**config.mk**
```make
export PLATFORM = sky130hd
export DESIGN_NAME = resolver_status_preset_logic
export DESIGN_NICKNAME = d
export VERILOG_FILES = /design/src/design/resolver_pkg.sv /design/src/design/resolver_status_preset_logic.sv /design/src/design/channel_preset_unit.sv
export SDC_FILE = /design/constraint.sdc
export NUM_CORES = 1
export LEC_CHECK = 0
export BUFFER_PORTS_ARGS = -buffer_cell sky130_fd_sc_hd__buf_4
export CAP_MARGIN = 25
export CORE_ASPECT_RATIO = 0.6
export CORE_MARGIN = 3
export CORE_UTILIZATION = 37
export CTS_BUF_LIST = sky130_fd_sc_hd__clkbuf_4
export DETAILED_ROUTE_END_ITERATION = 12
export GPL_ROUTABILITY_DRIVEN = 0
export MAX_ROUTING_LAYER = met4
export RECOVER_POWER = 50
export SLEW_MARGIN = 20
export SYNTH_ARGS = -nofsm -noshare
export SYNTH_HDL_FRONTEND = slang
export SYNTH_HIERARCHICAL = 1
export SYNTH_SLANG_ARGS = --single-unit
```
**constraint.sdc**
```tcl
create_clock -name ref_clk -period 2.2 [get_ports ref_clk]
set_input_delay 0.33 -clock ref_clk [delete_from_list [all_inputs] [get_ports ref_clk]]
set_output_delay 0.33 -clock ref_clk [all_outputs]
set_load 0.01 [all_outputs]
```
**src/design/resolver_pkg.sv**
```systemverilog
/*
  Shared constants for the resolver status and preset logic: register
  offsets, control field positions, reset values, blink timing and the
  indicator mode type with its colour decoding.
  Assumes a 250 MHz ref_clk and a byte-addressed Avalon-MM register port.
*/
package resolver_pkg;

  // Position and full-scale width (largest multi-turn count fits)
  localparam int POS_W = 18;

  // Register byte offsets
  localparam logic [4:0] OFS_CTRL   = 5'h00;
  localparam logic [4:0] OFS_FS0    = 5'h04;
  localparam logic [4:0] OFS_PRE0   = 5'h08;
  localparam logic [4:0] OFS_FS1    = 5'h0C;
  localparam logic [4:0] OFS_PRE1   = 5'h10;
  localparam logic [4:0] OFS_POS0   = 5'h14;
  localparam logic [4:0] OFS_POS1   = 5'h18;
  localparam logic [4:0] OFS_STATUS = 5'h1C;

  // Control register fields
  localparam int CTRL_DIS     = 0;  // Bits 1:0, channel disable
  localparam int CTRL_LATCH   = 2;  // Bits 3:2, fault latch enable
  localparam int CTRL_APPLY   = 4;  // Bits 5:4, apply preset (pulse)
  localparam int CTRL_CLEAR   = 6;  // Bit 6, clear latched faults (pulse)
  localparam int CTRL_STORE_W = 4;  // Stored control bits

  // Reset values
  localparam logic [POS_W-1:0] FS_RESET     = 18'h00400;
  localparam logic [POS_W-1:0] PRESET_RESET = 18'h00000;
  localparam logic [POS_W-1:0] FS_MIN       = 18'h00002;

  // Blink half period
  localparam int BLINK_HALF_MS     = 250;
  localparam int CLK_FREQ_KHZ      = 250_000;
  localparam int BLINK_HALF_CYCLES = BLINK_HALF_MS * CLK_FREQ_KHZ;

  // Indicator modes
  typedef enum logic [2:0] {
    LED_OFF         = 3'b000,
    LED_RED         = 3'b001,
    LED_GREEN       = 3'b010,
    LED_BLINK_RED   = 3'b011,
    LED_BLINK_GREEN = 3'b100,
    LED_ALT         = 3'b101
  } led_mode_t;

  // Red lamp for a mode at the present blink phase
  function automatic logic led_red_of(led_mode_t m, logic ph);
    return (m == LED_RED) || ((m == LED_BLINK_RED) && ph) ||
           ((m == LED_ALT) && ph);
  endfunction

  // Green lamp for a mode at the present blink phase
  function automatic logic led_green_of(led_mode_t m, logic ph);
    return (m == LED_GREEN) || ((m == LED_BLINK_GREEN) && ph) ||
           ((m == LED_ALT) && !ph);
  endfunction

endpackage

```
**src/design/resolver_status_preset_logic.sv**
```systemverilog
/*
  Status indication and position preset for a two channel resolver
  module: Avalon-MM register slave, blink timer, module and network
  indicators and two channel units.
  Assumes synchronous inputs, a 250 MHz ref_clk and an Avalon master that
  holds each request until it samples waitrequest low.
*/
`timescale 1ns/10ps
module resolver_status_preset_logic #(
  parameter int POS_W        = resolver_pkg::POS_W,
  parameter int BLINK_CYCLES = resolver_pkg::BLINK_HALF_CYCLES
) (
  // Clock and reset
  input  wire logic                ref_clk,
  input  wire logic                rst_b,
  // Avalon-MM slave
  input  wire logic [4:0]          avs_address,
  input  wire logic                avs_read,
  input  wire logic                avs_write,
  input  wire logic [31:0]         avs_writedata,
  output logic [31:0]              avs_readdata,
  output logic                     avs_waitrequest,
  // Channel inputs, bit 0 first_channel, bit 1 second_channel
  input  wire logic [1:0]          dc_active,
  input  wire logic [1:0]          pos_valid,
  input  wire logic [POS_W-1:0]    first_channel_pos,
  input  wire logic [POS_W-1:0]    second_channel_pos,
  input  wire logic [1:0]          soft_fault,
  input  wire logic [1:0]          hard_fault,
  // Module and network conditions
  input  wire logic                module_fault,
  input  wire logic                coproc_comm_fail,
  input  wire logic                phy_link_up,
  input  wire logic                net_operational,
  input  wire logic                addr_changed,
  input  wire logic                nv_write_fail,
  input  wire logic                dup_ip_detected,
  input  wire logic                proto_ethernet_ip,
  // Indicators
  output logic [1:0]               chan_led_red,
  output logic [1:0]               chan_led_green,
  output logic                     module_health_indicator_red,
  output logic                     module_health_indicator_green,
  output logic                     network_link_indicator_red,
  output logic                     network_link_indicator_green
);
  import resolver_pkg::*;

  localparam int BW = $clog2(BLINK_CYCLES);
  localparam logic [BW-1:0] BLINK_LAST = BW'(BLINK_CYCLES - 1);

  logic [CTRL_STORE_W-1:0] ctrl;          // Disable and latch bits
  logic [1:0]              apply_pulse;   // Apply preset strobes
  logic                    clear_pulse;   // Clear latched faults
  logic [POS_W-1:0]        fs0;           // First channel full scale
  logic [POS_W-1:0]        fs1;           // Second channel full scale
  logic [POS_W-1:0]        pre0;          // First channel preset
  logic [POS_W-1:0]        pre1;          // Second channel preset
  logic [POS_W-1:0]        pos0;          // First channel position
  logic [POS_W-1:0]        pos1;          // Second channel position
  logic [1:0]              fault_latched; // Latched clearable faults
  logic [BW-1:0]           blink_cnt;     // Blink half period counter
  logic                    blink_on;      // Blink phase
  logic                    comm_latched;  // Coprocessor failure seen
  logic                    addr_latched;  // Address/protocol change seen
  logic                    nv_latched;    // Flash write failure seen
  led_mode_t               ms_mode;       // Module indicator mode
  led_mode_t               ns_mode;       // Network indicator mode
  logic                    wr_take;       // Write completes this edge
  logic [31:0]             next_readdata; // Read mux
  logic [POS_W-1:0]        wr_val;        // Write data at position width
  logic [POS_W-1:0]        fs_val;        // Full scale kept at or above minimum

  assign wr_take = avs_write && !avs_waitrequest;
  assign wr_val  = avs_writedata[POS_W-1:0];
  assign fs_val  = (wr_val < FS_MIN) ? FS_MIN : wr_val;

  // Waitrequest: one wait cycle, then a single ready cycle
  always_ff @(posedge ref_clk or negedge rst_b) begin
    if (!rst_b) begin
      avs_waitrequest <= 1'b1;
    end else if ((avs_read || avs_write) && avs_waitrequest) begin
      avs_waitrequest <= 1'b0;
    end else begin
      avs_waitrequest <= 1'b1;
    end
  end

  // Read mux, address bits 1:0 ignored so every offset maps to a register
  always_comb begin
    next_readdata = 32'h0000_0000;
    case (avs_address & 5'h1C)
      OFS_CTRL:   next_readdata[CTRL_STORE_W-1:0] = ctrl;
      OFS_FS0:    next_readdata[POS_W-1:0] = fs0;
      OFS_PRE0:   next_readdata[POS_W-1:0] = pre0;
      OFS_FS1:    next_readdata[POS_W-1:0] = fs1;
      OFS_PRE1:   next_readdata[POS_W-1:0] = pre1;
      OFS_POS0:   next_readdata[POS_W-1:0] = pos0;
      OFS_POS1:   next_readdata[POS_W-1:0] = pos1;
      OFS_STATUS: next_readdata[7:0] = {blink_on, nv_latched,
                                        addr_latched, comm_latched,
                                        fault_latched, dc_active};
      default:    next_readdata = 32'h0000_0000;
    endcase
  end

  // Read data captured in the wait cycle, held on the ready cycle
  always_ff @(posedge ref_clk or negedge rst_b) begin
    if (!rst_b) begin
      avs_readdata <= 32'h0000_0000;
    end else if (avs_read && avs_waitrequest) begin
      avs_readdata <= next_readdata;
    end
  end

  // Control register
  always_ff @(posedge ref_clk or negedge rst_b) begin
    if (!rst_b) begin
      ctrl <= '0;
    end else if (wr_take && (avs_address & 5'h1C) == OFS_CTRL) begin
      ctrl <= avs_writedata[CTRL_STORE_W-1:0];
    end
  end

  // Apply and clear strobes last one cycle
  always_ff @(posedge ref_clk or negedge rst_b) begin
    if (!rst_b) begin
      apply_pulse <= 2'h0;
      clear_pulse <= 1'b0;
    end else if (wr_take && (avs_address & 5'h1C) == OFS_CTRL) begin
      apply_pulse <= avs_writedata[CTRL_APPLY+1:CTRL_APPLY];
      clear_pulse <= avs_writedata[CTRL_CLEAR];
    end else begin
      apply_pulse <= 2'h0;
      clear_pulse <= 1'b0;
    end
  end

  // Full scale and preset registers; preset clamped on write
  always_ff @(posedge ref_clk or negedge rst_b) begin
    if (!rst_b) begin
      fs0  <= FS_RESET;
      fs1  <= FS_RESET;
      pre0 <= PRESET_RESET;
      pre1 <= PRESET_RESET;
    end else if (wr_take) begin
      case (avs_address & 5'h1C)
        OFS_FS0:  fs0  <= fs_val;
        OFS_FS1:  fs1  <= fs_val;
        OFS_PRE0: pre0 <= (wr_val < fs0) ? wr_val : fs0 - 1'b1;
        OFS_PRE1: pre1 <= (wr_val < fs1) ? wr_val : fs1 - 1'b1;
        default: ;
      endcase
    end
  end

  // Blink timer shared by every indicator so all lamps flash together
  always_ff @(posedge ref_clk or negedge rst_b) begin
    if (!rst_b) begin
      blink_cnt <= '0;
      blink_on  <= 1'b0;
    end else if (blink_cnt == BLINK_LAST) begin
      blink_cnt <= '0;
      blink_on  <= !blink_on;
    end else begin
      blink_cnt <= blink_cnt + 1'b1;
    end
  end

  // Fault memories cleared only by reset, i.e. by a power cycle
  always_ff @(posedge ref_clk or negedge rst_b) begin
    if (!rst_b) begin
      comm_latched <= 1'b0;
      addr_latched <= 1'b0;
      nv_latched   <= 1'b0;
    end else begin
      comm_latched <= comm_latched || coproc_comm_fail;
      addr_latched <= addr_latched || addr_changed;
      nv_latched   <= nv_latched || nv_write_fail;
    end
  end

  // Module indicator mode
  always_comb begin
    if (comm_latched) begin
      ms_mode = LED_ALT;
    end else if (addr_latched || nv_latched) begin
      ms_mode = LED_BLINK_RED;
    end else if (!phy_link_up) begin
      ms_mode = LED_BLINK_GREEN;
    end else if (net_operational) begin
      ms_mode = LED_GREEN;
    end else begin
      ms_mode = LED_BLINK_GREEN;  // Still initialising
    end
  end

  // Network indicator mode
  always_comb begin
    if (addr_latched) begin
      ns_mode = LED_BLINK_RED;
    end else if (!proto_ethernet_ip) begin
      ns_mode = LED_OFF;
    end else if (dup_ip_detected) begin
      ns_mode = LED_RED;
    end else if (net_operational) begin
      ns_mode = LED_GREEN;
    end else if (phy_link_up) begin
      ns_mode = LED_BLINK_GREEN;
    end else begin
      ns_mode = LED_OFF;
    end
  end

  // Module and network lamps from flip-flops
  always_ff @(posedge ref_clk or negedge rst_b) begin
    if (!rst_b) begin
      module_health_indicator_red   <= 1'b0;
      module_health_indicator_green <= 1'b0;
      network_link_indicator_red    <= 1'b0;
      network_link_indicator_green  <= 1'b0;
    end else begin
      module_health_indicator_red   <= led_red_of(ms_mode, blink_on);
      module_health_indicator_green <= led_green_of(ms_mode, blink_on);
      network_link_indicator_red    <= led_red_of(ns_mode, blink_on);
      network_link_indicator_green  <= led_green_of(ns_mode, blink_on);
    end
  end

  // First channel
  channel_preset_unit #(.POS_W(POS_W)) u_first_channel (
    .ref_clk      (ref_clk),
    .rst_b        (rst_b),
    .dc_active    (dc_active[0]),
    .apply_preset (apply_pulse[0]),
    .preset_value (pre0),
    .full_scale   (fs0),
    .pos_valid    (pos_valid[0]),
    .pos_value    (first_channel_pos),
    .latch_en     (ctrl[CTRL_LATCH]),
    .clear_fault  (clear_pulse),
    .soft_fault   (soft_fault[0]),
    .hard_fault   (hard_fault[0]),
    .module_fault (module_fault),
    .disabled     (ctrl[CTRL_DIS]),
    .blink_on     (blink_on),
    .position     (pos0),
    .fault_latched(fault_latched[0]),
    .led_red      (chan_led_red[0]),
    .led_green    (chan_led_green[0])
  );

  // Second channel
  channel_preset_unit #(.POS_W(POS_W)) u_second_channel (
    .ref_clk      (ref_clk),
    .rst_b        (rst_b),
    .dc_active    (dc_active[1]),
    .apply_preset (apply_pulse[1]),
    .preset_value (pre1),
    .full_scale   (fs1),
    .pos_valid    (pos_valid[1]),
    .pos_value    (second_channel_pos),
    .latch_en     (ctrl[CTRL_LATCH+1]),
    .clear_fault  (clear_pulse),
    .soft_fault   (soft_fault[1]),
    .hard_fault   (hard_fault[1]),
    .module_fault (module_fault),
    .disabled     (ctrl[CTRL_DIS+1]),
    .blink_on     (blink_on),
    .position     (pos1),
    .fault_latched(fault_latched[1]),
    .led_red      (chan_led_red[1]),
    .led_green    (chan_led_green[1])
  );

  property p_comm_alt;
    @(posedge ref_clk) disable iff (!rst_b)
      comm_latched |=> (module_health_indicator_red !=
                        module_health_indicator_green);
  endproperty
  a_comm_alt: assert property (p_comm_alt)
    else $error("comm failure not alternating");

  property p_comm_sticky;
    @(posedge ref_clk) disable iff (!rst_b)
      comm_latched |=> comm_latched [*4];
  endproperty
  a_comm_sticky: assert property (p_comm_sticky)
    else $error("comm failure cleared without reset");

  property p_no_link;
    @(posedge ref_clk) disable iff (!rst_b)
      (!comm_latched && !addr_latched && !nv_latched && !phy_link_up)
        |=> !module_health_indicator_red &&
            module_health_indicator_green == $past(blink_on);
  endproperty
  a_no_link: assert property (p_no_link)
    else $error("no link but module lamp not flashing green");

  property p_all_ok;
    @(posedge ref_clk) disable iff (!rst_b)
      (!comm_latched && !addr_latched && !nv_latched && phy_link_up &&
       net_operational)
        |=> module_health_indicator_green && !module_health_indicator_red;
  endproperty
  a_all_ok: assert property (p_all_ok)
    else $error("operational but module lamp not steady green");

  property p_addr_change;
    @(posedge ref_clk) disable iff (!rst_b)
      (addr_latched && !comm_latched)
        |=> module_health_indicator_red == $past(blink_on) &&
            network_link_indicator_red == $past(blink_on) &&
            !module_health_indicator_green;
  endproperty
  a_addr_change: assert property (p_addr_change)
    else $error("address change not flashing both lamps red");

  property p_nv_fail;
    @(posedge ref_clk) disable iff (!rst_b)
      (nv_latched && !addr_latched && !comm_latched)
        |=> module_health_indicator_red == $past(blink_on) &&
            !module_health_indicator_green &&
            network_link_indicator_red ==
              $past(proto_ethernet_ip && dup_ip_detected);
  endproperty
  a_nv_fail: assert property (p_nv_fail)
    else $error("flash write failure shown wrongly");

  property p_dup_ip;
    @(posedge ref_clk) disable iff (!rst_b)
      (proto_ethernet_ip && dup_ip_detected && !addr_latched)
        |=> network_link_indicator_red && !network_link_indicator_green;
  endproperty
  a_dup_ip: assert property (p_dup_ip)
    else $error("duplicate IP not steady red");

  c_comm_fail: cover property (@(posedge ref_clk) disable iff (!rst_b)
    !comm_latched ##1 comm_latched);
  c_addr_change: cover property (@(posedge ref_clk) disable iff (!rst_b)
    addr_latched && proto_ethernet_ip);
  c_dup_ip: cover property (@(posedge ref_clk) disable iff (!rst_b)
    dup_ip_detected && proto_ethernet_ip ##1 network_link_indicator_red);
  c_bus_write: cover property (@(posedge ref_clk) disable iff (!rst_b)
    wr_take);

endmodule // resolver_status_preset_logic

```
**src/design/channel_preset_unit.sv**
```systemverilog
/*
  One resolver channel: DC input edge preset of the position, latched
  clearable transducer fault and the channel status indicator.
  Assumes synchronous inputs and a blink phase from the top module.
*/
`timescale 1ns/10ps
module channel_preset_unit #(
  parameter int POS_W = resolver_pkg::POS_W
) (
  // Clock and reset
  input  wire logic             ref_clk,
  input  wire logic             rst_b,
  // Preset sources
  input  wire logic             dc_active,
  input  wire logic             apply_preset,
  input  wire logic [POS_W-1:0] preset_value,
  input  wire logic [POS_W-1:0] full_scale,
  // Position from the decoder
  input  wire logic             pos_valid,
  input  wire logic [POS_W-1:0] pos_value,
  // Fault and enable conditions
  input  wire logic             latch_en,
  input  wire logic             clear_fault,
  input  wire logic             soft_fault,
  input  wire logic             hard_fault,
  input  wire logic             module_fault,
  input  wire logic             disabled,
  input  wire logic             blink_on,
  // Results
  output logic [POS_W-1:0]      position,
  output logic                  fault_latched,
  output logic                  led_red,
  output logic                  led_green
);
  import resolver_pkg::*;

  logic             dc_prev;     // Input level one cycle ago
  logic             dc_rise;     // Inactive to active step
  logic [POS_W-1:0] load_value;  // Preset kept inside full scale
  led_mode_t        mode;        // Indicator mode chosen this cycle

  // Active means conducting; the pin level already says so
  assign dc_rise = dc_active && !dc_prev;

  // Preset never reaches full scale
  assign load_value = (preset_value < full_scale) ? preset_value
                      : full_scale - 1'b1;

  // Remember the input level for edge detection
  always_ff @(posedge ref_clk or negedge rst_b) begin
    if (!rst_b) begin
      dc_prev <= 1'b0;
    end else begin
      dc_prev <= dc_active;
    end
  end

  // Position: preset load wins over the decoder update
  always_ff @(posedge ref_clk or negedge rst_b) begin
    if (!rst_b) begin
      position <= PRESET_RESET;
    end else if (dc_rise || apply_preset) begin
      position <= load_value;
    end else if (pos_valid) begin
      position <= pos_value;
    end
  end

  // Latched fault: a new fault beats a clear in the same cycle
  always_ff @(posedge ref_clk or negedge rst_b) begin
    if (!rst_b) begin
      fault_latched <= 1'b0;
    end else if (latch_en && soft_fault) begin
      fault_latched <= 1'b1;
    end else if (clear_fault || !latch_en) begin
      fault_latched <= 1'b0;
    end
  end

  // Indicator priority
  always_comb begin
    if (module_fault) begin
      mode = LED_RED;
    end else if (disabled) begin
      mode = LED_OFF;
    end else if (hard_fault) begin
      mode = LED_BLINK_RED;
    end else if (fault_latched) begin
      mode = LED_BLINK_GREEN;
    end else if (!soft_fault) begin
      mode = LED_GREEN;
    end else begin
      mode = LED_OFF;  // Self-clearing fault present
    end
  end

  // Drive the lamps from flip-flops
  always_ff @(posedge ref_clk or negedge rst_b) begin
    if (!rst_b) begin
      led_red   <= 1'b0;
      led_green <= 1'b0;
    end else begin
      led_red   <= led_red_of(mode, blink_on);
      led_green <= led_green_of(mode, blink_on);
    end
  end

  property p_dc_load;
    @(posedge ref_clk) disable iff (!rst_b)
      dc_rise |=> position == $past(load_value);
  endproperty
  a_dc_load: assert property (p_dc_load)
    else $error("position not preset on input edge");

  property p_preset_range;
    @(posedge ref_clk) disable iff (!rst_b)
      (dc_rise && full_scale >= FS_MIN) |=> position < $past(full_scale);
  endproperty
  a_preset_range: assert property (p_preset_range)
    else $error("preset load outside full scale");

  property p_disabled_off;
    @(posedge ref_clk) disable iff (!rst_b)
      (disabled && !module_fault) |=> !led_red && !led_green;
  endproperty
  a_disabled_off: assert property (p_disabled_off)
    else $error("disabled channel lamp lit");

  property p_module_red;
    @(posedge ref_clk) disable iff (!rst_b)
      module_fault |=> led_red && !led_green;
  endproperty
  a_module_red: assert property (p_module_red)
    else $error("module fault not solid red");

  property p_hard_blink;
    @(posedge ref_clk) disable iff (!rst_b)
      (hard_fault && !disabled && !module_fault)
        |=> !led_green && led_red == $past(blink_on);
  endproperty
  a_hard_blink: assert property (p_hard_blink)
    else $error("hard fault not blinking red");

  property p_latched_blink;
    @(posedge ref_clk) disable iff (!rst_b)
      (fault_latched && !hard_fault && !disabled && !module_fault)
        |=> !led_red && led_green == $past(blink_on);
  endproperty
  a_latched_blink: assert property (p_latched_blink)
    else $error("latched fault not blinking green");

  property p_solid_green;
    @(posedge ref_clk) disable iff (!rst_b)
      (!module_fault && !disabled && !hard_fault && !fault_latched &&
       !soft_fault) |=> led_green && !led_red;
  endproperty
  a_solid_green: assert property (p_solid_green)
    else $error("healthy channel not solid green");

  c_dc_load: cover property (@(posedge ref_clk) disable iff (!rst_b)
    dc_rise ##1 dc_active [*2]);

endmodule // channel_preset_unit

```
After elaboration in Yosys (flattened, before gate mapping)
Index checks and enable logic that the tools add are counted.
- bits in registers: 176
- bits in latches: 0
- bits in writable memories: 0
- ROM bits: 0
- bits of input ports: 93
- output and inout bits: 41
- logic and storage cells: 167
- memories kept: 0
- add/subtract/negate cells: 3
- multiply operators: 0
- divide/modulo/power cells: 0
- order comparisons: 5
- equality and inequality tests: 28
- shifts and indexed selects: 0
- mux-type cells: 39
- bitwise logic cells: 0
- reduce and logical (&&, ||, !) cells: 64
- operator list (operator ; number):
    2-to-1 mux 18 bit ; 9
    < comparator 18 bit ; 4
    one-hot mux 10 bit (6 select lines) ; 1
    2-to-1 mux 3 bit ; 17
    equality test 3 bit, second input constant ; 12
    subtractor 18 x 1 -> 18 bit, second input constant ; 2
    one-hot mux 4 bit (8 select lines) ; 1
    equality test 3 x 2 -> 1 bit, second input constant ; 10
    one-hot mux 4 bit (7 select lines) ; 1
    adder 26 x 1 -> 26 bit, second input constant ; 1
    equality test 26 bit, second input constant ; 1
    2-to-1 mux 26 bit ; 1
    logical OR 1 bit ; 25
    logical AND 1 bit ; 24
    < comparator 18 x 2 -> 1 bit, second input constant ; 1
    equality test 3 x 1 -> 1 bit, second input constant ; 5
    AND reduction 2 bit ; 4
    nonzero test 2 bit ; 4
    logical NOT 1 bit ; 6
    2-to-1 mux 1 bit ; 6
    2-to-1 mux 2 bit ; 3
    logical NOT 5 bit ; 1

Depth between registers and ports, before layout
Gate-level depths: netlist of the first run.
- depth in word-level cells: 9
- mapped depth: 10
- mapped depth without buffers: 8

Hierarchy
Netlist of the first run, hierarchy kept.
- modules (own cells, without submodules) (module ; times used ; cells each ; area an instance (sq um) ; seq. area each (sq um)):
    resolver_status_preset_logic ; 1 ; 877 ; 8092.8 ; 3306.9
    channel_preset_unit ; 2 ; 233 ; 2160.8 ; 550.5

Worst setup path after synthesis of the first run
No wires, ideal clock.
- kind: reg-to-reg
- start point: reg fs1[3]
- end point: reg u_second_channel.position[14]
- library setup time: 0.136 ns
- arrival time: 2.320 ns
- required time: 2.064 ns
- slack: -0.256 ns
- stages on the path, launching flop included: 10
- buffers on the path: 2
- period minus slack after synthesis: 2.456 ns
- path through: dfrtp_1 -> inv_1 -> ha_1 -> a2111oi_2 -> o21ai_1 -> a221o_1 -> buf_6 -> buf_6 -> a2111oi_2 -> a211oi_2
- cells in the longest elaborated chain, start to end: 3
- elaborated cells between the ends (all ways): 4
- classes of those cells: add/sub (1); order compare (1); mux (2)
- ends and longest elaborated chain (what ; RTL line ; source):
    start: declaration ; resolver_status_preset_logic.sv:56 ; logic [POS_W-1:0] fs1;
    start signal: assignment ; resolver_status_preset_logic.sv:149 ; OFS_FS1: fs1 <= fs_val;
    subtractor 18 x 1 -> 18 bit / < comparator 18 bit (equally long branches) ; channel_preset_unit.sv:47, channel_preset_unit.sv:46 ;
    2-to-1 mux 18 bit * ; channel_preset_unit.sv:46 ; assign load_value = (preset_value < full_scale) ? preset_value
    2-to-1 mux 18 bit * ; channel_preset_unit.sv:62 ; end else if (dc_rise || apply_preset) begin
    end signal: assignment ; channel_preset_unit.sv:63 ; position <= load_value;
    end signal: assignment ; channel_preset_unit.sv:65 ; position <= pos_value;
    end: declaration ; channel_preset_unit.sv:30 ; output logic [POS_W-1:0] position,
Every way passes the cells marked *; elsewhere a longest branch is shown, timed or not.
A chain may end at the register's enable or synchronous reset.

Final worst setup path of the first run
- start point: reg fs0[3]
- end point: reg u_first_channel.position[8]
- cells in the longest elaborated chain, start to end: 3
- elaborated cells between the ends (all ways): 4
- classes of those cells: add/sub (1); order compare (1); mux (2)
- ends and longest elaborated chain (what ; RTL line ; source):
    start: declaration ; resolver_status_preset_logic.sv:55 ; logic [POS_W-1:0] fs0;
    start signal: assignment ; resolver_status_preset_logic.sv:148 ; OFS_FS0: fs0 <= fs_val;
    subtractor 18 x 1 -> 18 bit / < comparator 18 bit (equally long branches) ; channel_preset_unit.sv:47, channel_preset_unit.sv:46 ;
    2-to-1 mux 18 bit * ; channel_preset_unit.sv:46 ;
    2-to-1 mux 18 bit * ; channel_preset_unit.sv:62 ;
    end signal: assignment ; channel_preset_unit.sv:63 ;
    end signal: assignment ; channel_preset_unit.sv:65 ;
    end: declaration ; channel_preset_unit.sv:30 ;
Marks and branches as above.

==> reports/metrics.cfg, run 1 <==
[run_status]
status = finished with violations
violations = setup timing

[timing]
hold_viol = 0
maxSlewHeadroom_pct = 18.3
hold_ws_ns = 0.0116
drv_slew = 0
worstMarginPinSlew_ns = 1.22
fin_crit_ns = 2.35
max_freq_mhz = 425
setup-violations-final = 53
setup_slack_ns = -0.153
period_share_pct = 107
skew_ns = 0.0246
rsz0062_at_grt = yes

[drt]
dr.first_iter.drc_count = 1514
via_per_inst = 5.75
drcViolationCount = 0
drt-total-wl_microns = 49900
ant_nets = 0
dr.pass1.iters = 6
vias = 12700
post_drt_wl_per_cell_microns = 22.6

[worst_setup_path]
cp.required_ns = 2.79
cp_max_fo = 12
r2r-start = fs0[3]
critical_path_class = register to register
r2r_cells = 8
start_kind = register
crit_path_end_kind = register
worstPathArrival_ns = 2.94
regToRegSetupSlack_ns = -0.15
worst_r2r_endpoint = u_first_channel/position[8]

[layout]
final_cell_area_sq_um = 17800
antenna_cells = 0
final_nets = 1915
multi_input_area_sq_um = 8180
drive_gt1_share_pct = 37.1
syn_to_final_growth_pct = 43.3
seq_area_sq_um = 4430
fill_cells = 2946

[power_and_ir_drop]
p_per_area_nw_per_um2 = 1020
p_leak_nw = 7.58
finalPower_mw = 18.1
peakVddDrop_mv = 0.520

[clock_network]
cts_inserted_buffers = 17
root_buffer = clkbuf_4
cts_max_path_buffers = 2
numClockSinks = 176
cts_tree = done
clk_pin_slew_ns = 0.18
cts-htree-levels = 4
clock_latency_ns = 0.65

[global_route]
antenna_found_initial = 0
grt_pass1_vias = 11800
grt-ovfl-total = 0
grt_max_degree = 52
grt_pass1_wl_microns = 73600
grtUsageTotal_pct = 28.0

[synthesis]
synth_commonest_cells = dfrtp_1, nand2_1, inv_1, nor2_1, ha_1
synthTopCellsByArea = dfrtp_1, ha_1, xnor2_1
synth_compound_area_share_pct = 23.0
synth_top_family_by_area = compound AO/OA/AOI/OAI gates
synth_ff_type = dfrtp_1
synth_adder_area_share_pct = 7.36
syn_area_sq_um = 12400
synth_seq_cells = 176
yosys_warnings = 6
seq_area_frac_synth_pct = 35.5
syn_inst = 1343
avgSynthCellArea_sq_um = 9.24
synth_xor_area_share_pct = 4.73
synthSimpleGateAreaFrac_pct = 18.4
synth_top_area_cell = dfrtp_1
synthMuxAreaShare_pct = 4.45
yosysUniqueCellTypes = 72
async_flop_share_pct = 100
synth_edf_count = 0
yosysMostFrequentCell = dfrtp_1
yosys.area.top_type_share_pct = 34.9

[job]
cap_violations = 0

[placed_design]
io_buffers = 103
dp_hpwl_microns = 37800
place_area_sq_um = 16000

[floorplanning]
rows = 51
initial_core_util_pct = 37.9
die-area_sq_um = 35900
io_pins = 134
core-area_sq_um = 32700
die_x_microns = 242
die_y_microns = 148

[hold_path]
worstHoldPathType = primary input to register
min_from = first_channel_pos[10]
whs_endpoint = u_first_channel/position[10]
whs_path_depth = 3

worst max path at each step:
stage,startpoint,depth (start not counted),end
floorplan,fs1[3],10,u_second_channel/position[3]
global placement,fs1[3],9,u_second_channel/position[5]
detailed placement,avs_writedata[15],7,pre1[7]
CTS,fs1[3],9,u_second_channel/position[12]
global route,fs0[3],8,u_first_channel/position[12]
finish,fs0[3],8,u_first_channel/position[8]
state kept, by name (all words and copies together) (netlist names), 2 cells and up:
signal and cells:
blink_cnt 26, avs_readdata 18, fs0 18, fs1 18, pre0 18, pre1 18, u_first_channel/position 18, u_second_channel/position 18
ctrl 4, apply_pulse 2
critical path: stages, from the launching register on:
cell and delay (ns):
dfrtp_2 0.46, inv_2 0.08, ha_4 0.21, a2111oi_4 0.29
o21ai_2 0.14, a221o_2 0.48, a21o_4 0.29, buf_12 0.16
a211oi_2 0.18
cell type report:
cell class	count	share of cell area (%)
clock buffers	18	0.759
clock inverters	14	0.809
inverters	87	1.91
multi-input cells	1004	46.0
flip-flops and latches	176	24.9
well taps	450	3.16
repair buffers	463	22.5
layout by cell type (no fill, tap or decap), drive strengths merged, types with 5 or more instances in the layout:
cell | netlist | final
a2111oi | 38 | 38
a211oi | 75 | 75
a21o | 17 | 17
a21oi | 67 | 67
a221o | 4 | 5
a221oi | 14 | 14
a22o | 12 | 12
and2 | 5 | 5
and3 | 9 | 9
buf | 32 | 403
clkbuf | 58 | 27
conb | 1 | 14
dfrtp | 173 | 173
dlygate4sd3 | 0 | 51
ha | 73 | 73
inv | 87 | 96
mux2 | 22 | 22
mux2i | 17 | 17
mux4 | 6 | 6
nand2 | 125 | 125
nand2b | 5 | 5
nand3 | 30 | 30
nand4 | 51 | 51
nor2 | 79 | 79
nor2b | 49 | 49
nor3 | 41 | 41
nor3b | 5 | 5
nor4 | 26 | 26
o211ai | 12 | 12
o21a | 6 | 6
o21ai | 59 | 59
o311ai | 11 | 11
o31a | 8 | 8
o31ai | 9 | 9
or3 | 7 | 7
xnor2 | 58 | 58
xor2 | 9 | 9
power by group:
| group | internal [mW] | leakage (nW) | switching (mW) |
|---|---|---|---|
| registers | 4.06 | 2.17 | 0.693 |
| logic | 5.12 | 5.26 | 6.23 |
| clock network | 0.619 | 0.154 | 1.39 |
metrics by stage:
step | setup WS [ns] | cells | TNS (ns) | utilization [%]
floorplan | -0.0470 | 1356 | -0.527 | -
global placement | -0.231 | 2094 | -7.91 | 48.9
detailed placement | -0.258 | 2094 | -9.76 | 48.9
CTS | -0.0937 | 2193 | -2.58 | 52.6
global route | -0.220 | 2212 | -9.39 | 54.4
finish | -0.153 | 2212 | -5.19 | 54.4
cells by family after synthesis:
| logic type | count (synthesis) |
|---|---|
| AOI/OAI and AO/OA | 362 |
| xor gates and xnor gates | 67 |
| adders and majority gates | 73 |
| buffers and inverters | 177 |
| DFF | 176 |
| muxes | 45 |
| other | 1 |
| and+or+nand+nor | 442 |
routing by layer:
layer / share of wire (%) / global-route usage, %
met5: 0 / -
met4: 1.6 / 5.97
met3: 12 / 9.83
met2: 37 / 33.7
met1: 49 / 43.2
timing repair:
action,CTS,global route
setup buffers,14,20
pin swaps,27,38
endpoints found under the setup margin,65,87
hold buffers,51,0
hold endpoints to repair,134,0
cloned,2,2
resized for setup,82,98
(Power assumes the default switching activity.)
==> inputs of run 2 (changes only) <==
Settings changed: BUFFER_PORTS_ARGS -buffer_cell sky130_fd_sc_hd__buf_4 to -buffer_cell sky130_fd_sc_hd__clkbuf_2.
==> run 2 against run 1 <==
Net effect: the flow still finishes with violations (setup timing); routed wire length down 0.39%; sequential cell count unchanged; via count down 0.83%; largest cell class unchanged.
==> reports/metrics.cfg, run 2 (synthesis results as in run 1) <==
[layout]
drive_gt1_share_pct = 37.8
fill_cells = 2883
largest_reg_flops = 26
final_common_cell = buf_4
layout_common_cells = buf_4, dfrtp_1, nand2_1
seq_area_sq_um = 4420
top_register = blink_cnt
syn_to_final_growth_pct = 42.3
final_nets = 1917
final_cell_area_sq_um = 17700
fin_util_pct = 54.0
multi_input_area_sq_um = 8300

[power_and_ir_drop]
peakVddDrop_mv = 0.657
p_int_mw = 9.70
p_comb_share_pct = 63.0
p_clk_share_pct = 10.7
swShare_pct = 46.5
p_leak_nw = 7.53
pwr-share-seq_pct = 26.3
p_per_area_nw_per_um2 = 1030
finalPower_mw = 18.1
p_sw_mw = 8.42

[run_status]
violations = setup timing
status = finished with violations

[timing]
hold_viol = 0
setup-violations-final = 54
worstMarginPinSlew_ns = 1.35
drv_slew = 0
fin_crit_ns = 2.42
setup_slack_ns = -0.218
rsz0062_at_grt = yes
period_share_pct = 110
max_freq_mhz = 414
maxSlewHeadroom_pct = 9.92
skew_ns = 0.0286

[global_route]
grt_pass1_wl_microns = 73400
grt_max_degree = 53
grtUsageTotal_pct = 27.9
grt-ovfl-total = 0
antenna_found_initial = 1
grt_pass1_vias = 11900

[placed_design]
place_area_sq_um = 15700
dp_hpwl_microns = 37800
io_buffers = 103

[drt]
vias = 12600
drt-total-wl_microns = 49700
via_per_inst = 5.70
post_drt_wl_per_cell_microns = 22.5
dr.pass1.iters = 6
ant_nets = 0
drcViolationCount = 0
dr.first_iter.drc_count = 1381

[worst_setup_path]
start_kind = register
cp.required_ns = 2.72
cp_max_fo = 6
critical_path_class = register to register
worstPathArrival_ns = 2.94
crit_path_end_kind = register

[clock_network]
cts_max_path_buffers = 2
cts_tree = done
cts-htree-levels = 4
clock_latency_ns = 0.65
clk_pin_slew_ns = 0.16
root_buffer = clkbuf_4
numClockSinks = 176
cts_inserted_buffers = 17

[job]
cap_violations = 0

[floorplanning]
die_x_microns = 242
die_y_microns = 148
die-area_sq_um = 35900
io_pins = 134
rows = 51
core-area_sq_um = 32700
initial_core_util_pct = 37.9

[hold_path]
worstHoldPathType = primary input to register

-- run 2: cell count changes in the layout (fill, tap and decap cells not counted), sizes merged --
cell         delta
clkbuf         +99
buf            -96
dlygate4sd3     -3
a221o           +1
clkinv          +1
diode           +1
inv             -1
-- run 2: per-stage QoR --
step                TNS, ns  cells  hold slack, ns  setup slack, ns
finish                -7.68   2214          0.0311           -0.218
global route         -10.63   2214          0.0122           -0.258
CTS                   -3.76   2194       0.0000795           -0.135
detailed placement   -10.39   2090           0.335           -0.226
global placement      -7.82   2090           0.334           -0.176
floorplan            -0.527   1356          0.0344          -0.0470
-- run 2: repair_timing --
item | in CTS | in global routing
endpoints found under the setup margin | 69 | 74
gates cloned | 6 | 1
resized for setup | 104 | 93
endpoints found under the hold margin | 100 | 2
buffers inserted | 21 | 17
hold buffers | 46 | 2
pin swaps | 43 | 26
-- run 2: cell type report --
cell class / count / area share [%]
Tap cell: 450 / 3.19
Multi-Input combinational cell: 1005 / 47.0
Timing Repair Buffer: 464 / 21.2
Inverter: 87 / 2.03
Clock buffer: 17 / 0.722
Sequential cell: 176 / 25.0
Clock inverter: 14 / 0.843
Antenna cell: 1 / 0.0142
-- run 2: power groups by stage --
| stage | Combinational [mW] | Clock, mW | Sequential [mW] |
|---|---|---|---|
| floorplan | 5.02 | 0 | 4.96 |
| global placement | 9.08 | 0 | 4.77 |
| detailed placement | 9.26 | 0 | 4.79 |
| CTS | 10.3 | 1.99 | 4.72 |
| global route | 12.1 | 2.13 | 4.86 |
| finish | 11.4 | 1.94 | 4.76 |
-- run 2: worst paths after layout --
path	start	to	slack (ns)	depth (start not counted)
max in group asynchronous	rst_b	fs0[2]	0.28	3
min in group asynchronous	rst_b	blink_cnt[23]	0.49	2
hold / removal	first_channel_pos[12]	u_first_channel/position[12]	0.03	3
setup reg to reg	fs0[3]	u_first_channel/position[6]	-0.22	8
hold reg to reg	avs_readdata[5]	avs_readdata[5]	0.50	2
setup / recovery	fs0[3]	u_first_channel/position[6]	-0.22	8
-- run 2: worst max-delay path: stages (launching register included) --
cell and delay (ns):
dfrtp_2 0.47, inv_4 0.09, ha_4 0.20, a2111oi_4 0.32
o21ai_2 0.14, a221o_2 0.49, buf_12 0.20, a2111oi_4 0.31
a211oi_2 0.08
-- run 2: routing by layer --
layer	wire, microns	part of all wire [%]	up-vias	global-route usage, %
met4	641	1.3	0	5.76
met5	0	0	-	-
met3	7190	14	49	13.1
li1	-	-	5792	-
met1	23500	47	6125	40.8
met2	18400	37	650	33.8
